$ cat src/design/dct_pkg.sv
// package of constants and types for the down-count timer pwm unit
// Notes on behaviour
// RL1 - the counter is sixteen bits wide and only ever counts down.
// RL2 - the unit drives a compare output and a terminal count output.
// RL3 - an optional complementary compare output has a deadband gap.
// RL4 - the comparator is set to lt, le, eq, ge or gt of the compare value.
// RL5 - the period is loaded on start, on reset input and at terminal count.
// RL6 - in one-shot mode the counter runs one period and then halts.
// RL7 - run mode is free running, one shot or gated by the enable input.
// RL8 - in gated mode the counter moves only while enable is asserted.
// RL9 - a reset input reloads the counter, a capture input latches it.
// RL10 - a capture stores the full sixteen-bit count for firmware to read.
// RL11 - while kill is active both compare outputs are forced inactive.
// RL12 - the counting clock is chosen from several tick sources.
// RL13 - terminal count pulses for one count tick when zero is reloaded; the code pulses tc_out for one clock cycle with any tick source.
// RL14 - firmware can read the live count at any time without disturbing it.
package dct_pkg;
  localparam int CNT_W = 16;
  localparam logic [3:0] ADDR_CTRL = 4'h0;
  localparam logic [3:0] ADDR_PERIOD = 4'h1;
  localparam logic [3:0] ADDR_CMP = 4'h2;
  localparam logic [3:0] ADDR_DEAD = 4'h3;
  localparam logic [3:0] ADDR_COUNT = 4'h4;
  localparam logic [3:0] ADDR_CAPT = 4'h5;
  localparam logic [3:0] ADDR_STAT = 4'h6;
  localparam logic [3:0] ADDR_MASK = 4'h7;
  // ctrl field positions
  localparam int CTRL_RUN = 0;
  localparam int CTRL_MODE = 1;
  localparam int CTRL_CMP = 3;
  localparam int CTRL_CLK = 6;
  localparam int CTRL_COMP_EN = 8;
  localparam int CTRL_START = 9;
  // status bit positions
  localparam int ST_TC = 0;
  localparam int ST_CAPT = 1;
  localparam int ST_ONESHOT = 2;
  localparam logic [15:0] PERIOD_RST = 16'hFFFF;
  localparam logic [15:0] CMP_RST = 16'h8000;
  localparam logic [7:0] DEAD_RST = 8'h00;
  localparam logic [2:0] STAT_RST = 3'h0;
  localparam logic [2:0] MASK_RST = 3'h0;
  localparam logic [1:0] MODE_FREE = 2'h0;
  localparam logic [1:0] MODE_ONE = 2'h1;
  localparam logic [1:0] MODE_GATE = 2'h2;
  localparam logic [2:0] CMP_LT = 3'h0;
  localparam logic [2:0] CMP_LE = 3'h1;
  localparam logic [2:0] CMP_EQ = 3'h2;
  localparam logic [2:0] CMP_GE = 3'h3;
  localparam logic [2:0] CMP_GT = 3'h4;
  localparam logic [1:0] CLK_SYS = 2'h0;
  localparam logic [1:0] CLK_SRC0 = 2'h1;
  localparam logic [1:0] CLK_SRC1 = 2'h2;
  localparam logic [1:0] CLK_SRC2 = 2'h3;
  typedef enum logic [2:0] {
    BUS_IDLE = 3'b001,
    BUS_RD = 3'b010,
    BUS_DONE = 3'b100
  } dct_bus_t;
endpackage

$ cat src/design/dct_dead.sv
// deadband generator making true and complementary outputs from one level
`timescale 1ns/1ps
module dct_dead (
  input wire logic clock_in,
  input wire logic rst_n_in,
  input wire logic level_in,
  input wire logic comp_en_in,
  input wire logic kill_in,
  input wire logic [7:0] dead_in,
  output logic true_out,
  output logic comp_out
);
  typedef struct packed {
    logic last;
    logic [7:0] gap;
    logic t;
    logic c;
  } dct_dead_t;
  dct_dead_t d_reg;
  dct_dead_t d_next;
  always_comb begin
    d_next = d_reg;
    d_next.last = level_in;
    if (level_in != d_reg.last) begin
      // both sides low through the gap, so edges never overlap
      d_next.gap = dead_in; // RL3
      d_next.t = 1'b0;
      d_next.c = 1'b0;
    end else if (d_reg.gap != 8'h00) begin
      d_next.gap = d_reg.gap - 8'h01;
    end else begin
      d_next.t = level_in;
      d_next.c = ~level_in & comp_en_in; // RL3
    end
    if (kill_in) begin
      d_next.t = 1'b0; // RL11
      d_next.c = 1'b0; // RL11
    end
  end
  always_ff @(posedge clock_in) begin
    if (!rst_n_in) begin
      d_reg <= '0;
    end else begin
      d_reg <= d_next;
    end
  end
  assign true_out = d_reg.t;
  assign comp_out = d_reg.c;
endmodule

$ cat src/design/dct_sync.sv
// two flip-flop synchroniser for a vector of fabric inputs
`timescale 1ns/1ps
module dct_sync #(
  parameter int W = 8
) (
  input wire logic clock_in,
  input wire logic rst_n_in,
  input wire logic [W-1:0] async_in,
  output logic [W-1:0] sync_out
);
  typedef struct packed {
    logic [W-1:0] meta;
    logic [W-1:0] sync;
  } dct_sync_t;
  dct_sync_t s_reg;
  dct_sync_t s_next;
  initial begin
    if (W < 1) begin
      $error("dct_sync width must be at least one");
    end
  end
  always_comb begin
    s_next.meta = async_in;
    s_next.sync = s_reg.meta;
  end
  always_ff @(posedge clock_in) begin
    if (!rst_n_in) begin
      s_reg <= '0;
    end else begin
      s_reg <= s_next;
    end
  end
  assign sync_out = s_reg.sync;
endmodule

$ cat src/design/dct_timer.sv
// top of the down-count timer pwm unit with avalon-mm register slave
`timescale 1ns/1ps
module dct_timer (
  input wire logic clock_in,
  input wire logic rst_n_in,
  input wire logic [3:0] avs_address_in,
  input wire logic avs_read_in,
  input wire logic avs_write_in,
  input wire logic [31:0] avs_writedata_in,
  input wire logic [3:0] avs_byteenable_in,
  output logic [31:0] avs_readdata_out,
  output logic avs_waitrequest_out,
  input wire logic enable_in,
  input wire logic reset_in,
  input wire logic capture_in,
  input wire logic kill_in,
  input wire logic [2:0] clk_src_in,
  output logic cmp_out,
  output logic cmp_n_out,
  output logic tc_out,
  output logic irq_out
);
  import dct_pkg::*;

  //////////////////////////////////////////////////////////////////////////
  // fabric inputs are asynchronous to this clock
  logic [6:0] raw_in;
  logic [6:0] syn;
  assign raw_in = {clk_src_in, kill_in, capture_in, reset_in, enable_in};
  dct_sync #(
    .W(7)
  ) u_sync (
    .clock_in(clock_in),
    .rst_n_in(rst_n_in),
    .async_in(raw_in),
    .sync_out(syn)
  );

  typedef struct packed {
    logic run;
    logic [1:0] mode;
    logic [2:0] cmp_sel;
    logic [1:0] clk_sel;
    logic comp_en;
    logic [15:0] period;
    logic [15:0] cmp_val;
    logic [7:0] dead;
    logic [15:0] count;
    logic [15:0] capt;
    logic [2:0] stat;
    logic [2:0] mask;
    logic halted;
    logic [2:0] src_last;
    logic rst_last;
    logic cap_last;
    logic tc;
    logic irq;
    dct_bus_t bus;
    logic [31:0] rdata;
    logic wait_n;
  } dct_state_t;
  dct_state_t r_reg;
  dct_state_t r_next;

  logic tick;
  logic cmp_hit;
  logic cmp_lvl;
  logic wr_ok;
  logic rd_ok;
  logic start;
  logic [31:0] rd_mux;

  //////////////////////////////////////////////////////////////////////////
  // count tick: system clock or a rising edge of a fabric source
  always_comb begin
    case (r_reg.clk_sel) // RL12
      CLK_SYS: tick = 1'b1;
      CLK_SRC0: tick = syn[4] & ~r_reg.src_last[0];
      CLK_SRC1: tick = syn[5] & ~r_reg.src_last[1];
      CLK_SRC2: tick = syn[6] & ~r_reg.src_last[2];
      default: tick = 1'b0;
    endcase
  end

  always_comb begin
    case (r_reg.cmp_sel) // RL4
      CMP_LT: cmp_hit = r_reg.count < r_reg.cmp_val;
      CMP_LE: cmp_hit = r_reg.count <= r_reg.cmp_val;
      CMP_EQ: cmp_hit = r_reg.count == r_reg.cmp_val;
      CMP_GE: cmp_hit = r_reg.count >= r_reg.cmp_val;
      CMP_GT: cmp_hit = r_reg.count > r_reg.cmp_val;
      default: cmp_hit = 1'b0;
    endcase
  end
  assign cmp_lvl = cmp_hit & r_reg.run;

  //////////////////////////////////////////////////////////////////////////
  // read mux; unmapped addresses read zero
  always_comb begin
    case (avs_address_in)
      ADDR_CTRL: rd_mux = {23'h000000, r_reg.comp_en, r_reg.clk_sel,
        r_reg.cmp_sel, r_reg.mode, r_reg.run};
      ADDR_PERIOD: rd_mux = {16'h0000, r_reg.period};
      ADDR_CMP: rd_mux = {16'h0000, r_reg.cmp_val};
      ADDR_DEAD: rd_mux = {24'h000000, r_reg.dead};
      ADDR_COUNT: rd_mux = {16'h0000, r_reg.count}; // RL14
      ADDR_CAPT: rd_mux = {16'h0000, r_reg.capt}; // RL10
      ADDR_STAT: rd_mux = {29'h00000000, r_reg.stat};
      ADDR_MASK: rd_mux = {29'h00000000, r_reg.mask};
      default: rd_mux = 32'h00000000;
    endcase
  end

  // a write is taken in the cycle it is seen and answered one cycle later; a read takes two wait cycles
  assign wr_ok = avs_write_in & (r_reg.bus == BUS_IDLE);
  assign rd_ok = avs_read_in & (r_reg.bus == BUS_RD);
  assign start = wr_ok & (avs_address_in == ADDR_CTRL) &
    avs_byteenable_in[1] & avs_writedata_in[CTRL_START];

  //////////////////////////////////////////////////////////////////////////
  always_comb begin
    r_next = r_reg;
    r_next.src_last = syn[6:4];
    r_next.rst_last = syn[1];
    r_next.cap_last = syn[2];
    r_next.tc = 1'b0;
    r_next.wait_n = 1'b0;

    // bus protocol
    case (r_reg.bus)
      BUS_IDLE: begin
        if (avs_write_in) begin
          r_next.wait_n = 1'b1;
          r_next.bus = BUS_DONE;
        end else if (avs_read_in) begin
          r_next.bus = BUS_RD;
        end
      end
      BUS_RD: begin
        r_next.rdata = rd_mux;
        r_next.wait_n = 1'b1;
        r_next.bus = BUS_DONE;
      end
      BUS_DONE: r_next.bus = BUS_IDLE;
      default: r_next.bus = BUS_IDLE;
    endcase

    // counter
    if (start || (syn[1] && !r_reg.rst_last)) begin
      r_next.count = r_reg.period; // RL5 RL9
      r_next.halted = 1'b0;
    end else if (r_reg.run && !r_reg.halted && tick &&
        (r_reg.mode != MODE_GATE || syn[0])) begin // RL7 RL8
      if (r_reg.count == 16'h0000) begin
        r_next.count = r_reg.period; // RL5
        r_next.tc = 1'b1; // RL13
        r_next.stat[ST_TC] = 1'b1;
        if (r_reg.mode == MODE_ONE) begin
          r_next.halted = 1'b1; // RL6
          r_next.stat[ST_ONESHOT] = 1'b1;
        end
      end else begin
        r_next.count = r_reg.count - 16'h0001; // RL1
      end
    end

    if (syn[2] && !r_reg.cap_last) begin
      r_next.capt = r_reg.count; // RL9 RL10
      r_next.stat[ST_CAPT] = 1'b1;
    end

    // register writes
    if (wr_ok) begin
      case (avs_address_in)
        ADDR_CTRL: begin
          if (avs_byteenable_in[0]) begin
            r_next.run = avs_writedata_in[CTRL_RUN];
            r_next.mode = avs_writedata_in[CTRL_MODE +: 2];
            r_next.cmp_sel = avs_writedata_in[CTRL_CMP +: 3];
            r_next.clk_sel = avs_writedata_in[CTRL_CLK +: 2];
          end
          if (avs_byteenable_in[1]) begin
            r_next.comp_en = avs_writedata_in[CTRL_COMP_EN];
          end
        end
        ADDR_PERIOD: begin
          if (avs_byteenable_in[0]) r_next.period[7:0] = avs_writedata_in[7:0];
          if (avs_byteenable_in[1]) begin
            r_next.period[15:8] = avs_writedata_in[15:8];
          end
        end
        ADDR_CMP: begin
          if (avs_byteenable_in[0]) begin
            r_next.cmp_val[7:0] = avs_writedata_in[7:0];
          end
          if (avs_byteenable_in[1]) begin
            r_next.cmp_val[15:8] = avs_writedata_in[15:8];
          end
        end
        ADDR_DEAD: begin
          if (avs_byteenable_in[0]) r_next.dead = avs_writedata_in[7:0];
        end
        ADDR_MASK: begin
          if (avs_byteenable_in[0]) r_next.mask = avs_writedata_in[2:0];
        end
        default: begin
        end
      endcase
    end

    // read clears status; events of this cycle survive the clear
    if (rd_ok && avs_address_in == ADDR_STAT) begin
      r_next.stat = r_next.stat & ~r_reg.stat;
      // set wins for every event of this cycle, not only tc
      if (r_next.tc) r_next.stat[ST_TC] = 1'b1;
      if (syn[2] && !r_reg.cap_last) r_next.stat[ST_CAPT] = 1'b1;
      if (r_next.halted && !r_reg.halted) begin
        r_next.stat[ST_ONESHOT] = 1'b1;
      end
    end
    r_next.irq = |(r_next.stat & r_next.mask);
  end

  always_ff @(posedge clock_in) begin
    if (!rst_n_in) begin
      r_reg <= '0;
      r_reg.period <= PERIOD_RST;
      r_reg.cmp_val <= CMP_RST;
      r_reg.dead <= DEAD_RST;
      r_reg.stat <= STAT_RST;
      r_reg.mask <= MASK_RST;
      r_reg.bus <= BUS_IDLE;
    end else begin
      r_reg <= r_next;
    end
  end

  //////////////////////////////////////////////////////////////////////////
  // compare outputs registered inside the deadband stage
  dct_dead u_dead (
    .clock_in(clock_in),
    .rst_n_in(rst_n_in),
    .level_in(cmp_lvl),
    .comp_en_in(r_reg.comp_en),
    .kill_in(syn[3]),
    .dead_in(r_reg.dead),
    .true_out(cmp_out), // RL2
    .comp_out(cmp_n_out)
  );

  assign tc_out = r_reg.tc; // RL2
  assign irq_out = r_reg.irq;
  assign avs_readdata_out = r_reg.rdata;
  assign avs_waitrequest_out = ~r_reg.wait_n;
endmodule

$ cat config.mk
export PLATFORM = sky130hd
export DESIGN_NAME = dct_timer
export DESIGN_NICKNAME = d
export VERILOG_FILES = /design/src/design/dct_pkg.sv /design/src/design/dct_dead.sv /design/src/design/dct_sync.sv /design/src/design/dct_timer.sv
export SDC_FILE = /design/constraint.sdc
export NUM_CORES = 1
export LEC_CHECK = 0
export BUFFER_PORTS_ARGS = -buffer_cell sky130_fd_sc_hd__buf_2
export CAP_MARGIN = 40
export CORE_AREA = 3 3 131 133
export CTS_BUF_LIST = sky130_fd_sc_hd__clkbuf_16
export CTS_CLUSTER_SIZE = 28
export DETAILED_ROUTE_END_ITERATION = 16
export DIE_AREA = 0 0 134 136
export PLACE_DENSITY = 0.59
export SYNTH_ARGS = -nofsm -noshare
export SYNTH_HDL_FRONTEND = slang
export SYNTH_HIERARCHICAL = 1
export SYNTH_SLANG_ARGS = --single-unit
$ cat constraint.sdc
create_clock -name clock_in -period 5.7 [get_ports clock_in]
set_clock_uncertainty 0.15 [all_clocks]
set_input_delay 0.57 -clock clock_in [delete_from_list [all_inputs] [get_ports clock_in]]
set_output_delay 0.57 -clock clock_in [all_outputs]
set_load 0.1 [all_outputs]
==> results.yml <==
grt:
  grt_pass1_vias: 6121
  grt_overflow: 0
  grtUsageTotal: 0.237
  grt_pass1_wl_um: 33400
  grt_max_degree: 75
  antenna_found_initial: 0
worst_setup_path:
  critPathLaunch: "r_reg[80]"
  ff2ff_setup_slack_ps: 2540
  worstSetupEndpointType: "flop"
  crit_type: "reg -> reg"
  crit_path_start_kind: "flop"
  crit_path_top_delay_cell: "nor3_1"
  cp-endpoint: "u_dead/d_reg[3]"
  cp.arrival_ps: 3320
  required_ps: 5860
  max_stage_delay_ps: 500
  r2r-start: "r_reg[80]"
  r2r_cells: 10
  r2r_end: "u_dead/d_reg[3]"
  cp_max_fo: 17
  crit_chain: "ha_1 -> nand4_1 -> nor3_1 -> o21ai_0 -> o2bb2ai_1 -> a31oi_1 -> xnor2_1 -> buf_4 -> nor2_1 -> a41o_1"
floorplanning:
  die_h_um: 136
  fp.dieArea_mm2: 0.0182
  pin_count: 88
  start_util: 0.444
  die_x_um: 134
  rows: 46
  design.core.area_mm2: 0.0159
outcome:
  status: "completed"
min_path:
  min_path_cells: 2
  min_path_type: "in -> reg"
timing:
  fmax_ghz: 0.316
  post-route-min-period_ps: 3160
  rsz0062_at_grt: "false"
  fin_tns_setup_ps: 0
  tightest_slew_ps: 875
  hold_violations: 0
  min_period_over_period: 0.555
  report.final.slew_viol_count: 0
  holdWs_ps: 201
  finalSetupViolCount: 0
  relSlewSlack: 0.416
layout:
  multi_input_area_mm2: 0.00375
  seq_area_mm2: 0.00280
  design_area_mm2: 0.00791
  area_delta_synth_final_pct: 11.7
  n_fill_cell: 1625
  layout.cells.most_common: "dfxtp_1"
  largest_reg_flops: 97
  fin_util: 0.496
  layout.nets: 959
  layout_common_cells: "dfxtp_1 (140), nand2_1 (118), a21oi_1 (73), nand3_1 (70), buf_2 (53)"
  drive_gt1_frac: 0.141
  diodes: 0
drt:
  vias: 6470
  drt_iter0_markers: 542
  wl_per_cell_um: 18.9
  ant_nets: 0
  wl_um: 21100
  avgViaCountPerCell: 5.79
  drc: 0
  first_pass_iters: 6
placed_design:
  dp.final_hpwl_um: 14400
  placed_area_mm2: 0.00734
  gp_congestion: 0.906
  portBuffers: 53
synthesis:
  synthMuxAreaShare: 0.0233
  synthAdderAreaFrac: 0.0353
  synth_cells: 872
  synth_seq_cells: 140
  synth_cell_type_count: 71
  synthFlopType: "dfxtp_1"
  syn_area_mm2: 0.00708
  ys_async_sr_fraction: 0
  synth-simple-area-share: 0.241
  synth_enable_flop_cells: 0
  ys_seq_area_frac: 0.396
  synth_top_family_by_area: "simple AND/OR/NAND/NOR gates"
  avgSynthCellArea_um2: 8.12
  synth_xor_area_frac: 0.00124
  synth_compound_area_frac: 0.217
  ys_warn_count: 6
clock_tree:
  cts_max_level: 4
  cts_resized: 0
  cts.clk_slew.worst_paths_ps: 60
  cts_buffer_depth: 2
  hold_buffers: 0
  cts_tree: "done"
  cts_setup_buffers: 0
  cts_sinks: 140
  cts-root-buf: "clkbuf_16"
  cts_made_buffers: 17
  worstSkewPairLatency_ps: 420
power_and_ir_drop:
  power_w: 0.00267
  power_density_mw_per_mm2: 337
  ir_worst_vdd_uv: 217
  leakagePower_nw: 3.14
job:
  cap_violations: 0
==> synthesized netlist by cell type, drive strengths merged (5+ instances only) <==
master  instances  area (µm²)
dfxtp         140        2800
nand2         118         443
a21oi          73         365
nand3          70         350
o21ai          51         255
buf            47         343
clkbuf         39         146
nor2           34         128
inv            33         124
and2           25         169
a31oi          23         144
ha             20         250
a22oi          16         120
nor3           16        80.1
mux2i          12         120
nor2b          11        68.8
a21boi          9        67.6
nor4            9        62.6
o31a            8        70.1
a21o            7        52.6
a221oi          7        61.3
nand2b          7        43.8
o211ai          7        52.6
or3             7        43.8
or4             6        48.8
a22o            5        43.8
nand4           5        31.3
==> cells by family (layout without fill, tap and decap cells) <==
group,after synthesis,count (layout)
multiplexers,15,15
adder cells (fa/ha/maj),20,20
AO/OA/AOI/OAI,239,239
AND/OR/NAND/NOR,337,337
XOR/XNOR,1,1
flip-flops,140,140
other,1,16
buffers and inverters,119,133
==> worst min path at each step <==
| stage | from | end | slack (ps) |
|---|---|---|---|
| detailed placement | u_sync/s_next[4] | u_sync/sync_out[4] | 280 |
| CTS | kill_in | u_sync/s_next[3] | 190 |
| finish | kill_in | u_sync/s_next[3] | 200 |
| global route | clk_src_in[1] | u_sync/s_next[5] | 190 |
| floorplan | u_sync/sync_out[5] | r_reg[41] | 270 |
| global placement | u_sync/s_next[2] | u_sync/sync_out[2] | 280 |
==> report_power, final <==
| group | switching [W] | total, W | leakage (nW) | internal, W |
|---|---|---|---|---|
| clock | 0.000447 | 0.00109 | 0.290 | 0.000644 |
| combinational | 0.000331 | 0.000495 | 1.71 | 0.000165 |
| sequential | 0.0000561 | 0.00108 | 1.14 | 0.00102 |
==> cell type report <==
| type | instances | area share |
|---|---|---|
| Multi-Input combinational cell | 628 | 0.474 |
| Sequential cell | 140 | 0.354 |
| Clock buffer | 17 | 0.0538 |
| Timing Repair Buffer | 68 | 0.0487 |
| Tap cell | 216 | 0.0342 |
| Clock inverter | 15 | 0.0191 |
| Inverter | 33 | 0.0157 |
==> metrics by stage <==
step / worst slack [ps] / std cells
after floorplan: 3070 / 887
after global placement: 2540 / 1084
after detailed placement: 2540 / 1085
after CTS: 2500 / 1117
after global routing: 2210 / 1117
final: 2540 / 1117
==> metal layers <==
layer,routed length [µm],vias up,GRT usage
met5,0,-,0
met4,572,0,0.0903
met3,1210,37,0.0422
met2,9960,207,0.392
met1,9360,3092,0.311
li1,-,3134,-
==> worst max-delay path, delay by kind of cell, from the launching register on <==
kind / cells / cell delay [ps]
and+or+nand+nor: 3 / 690
buffers and inverters: 1 / 240
adders and majority gates: 1 / 340
xor gates and xnor gates: 1 / 200
DFF: 1 / 400
AOI/OAI and AO/OA: 4 / 1020
Power figures use the tool's default switching activity.
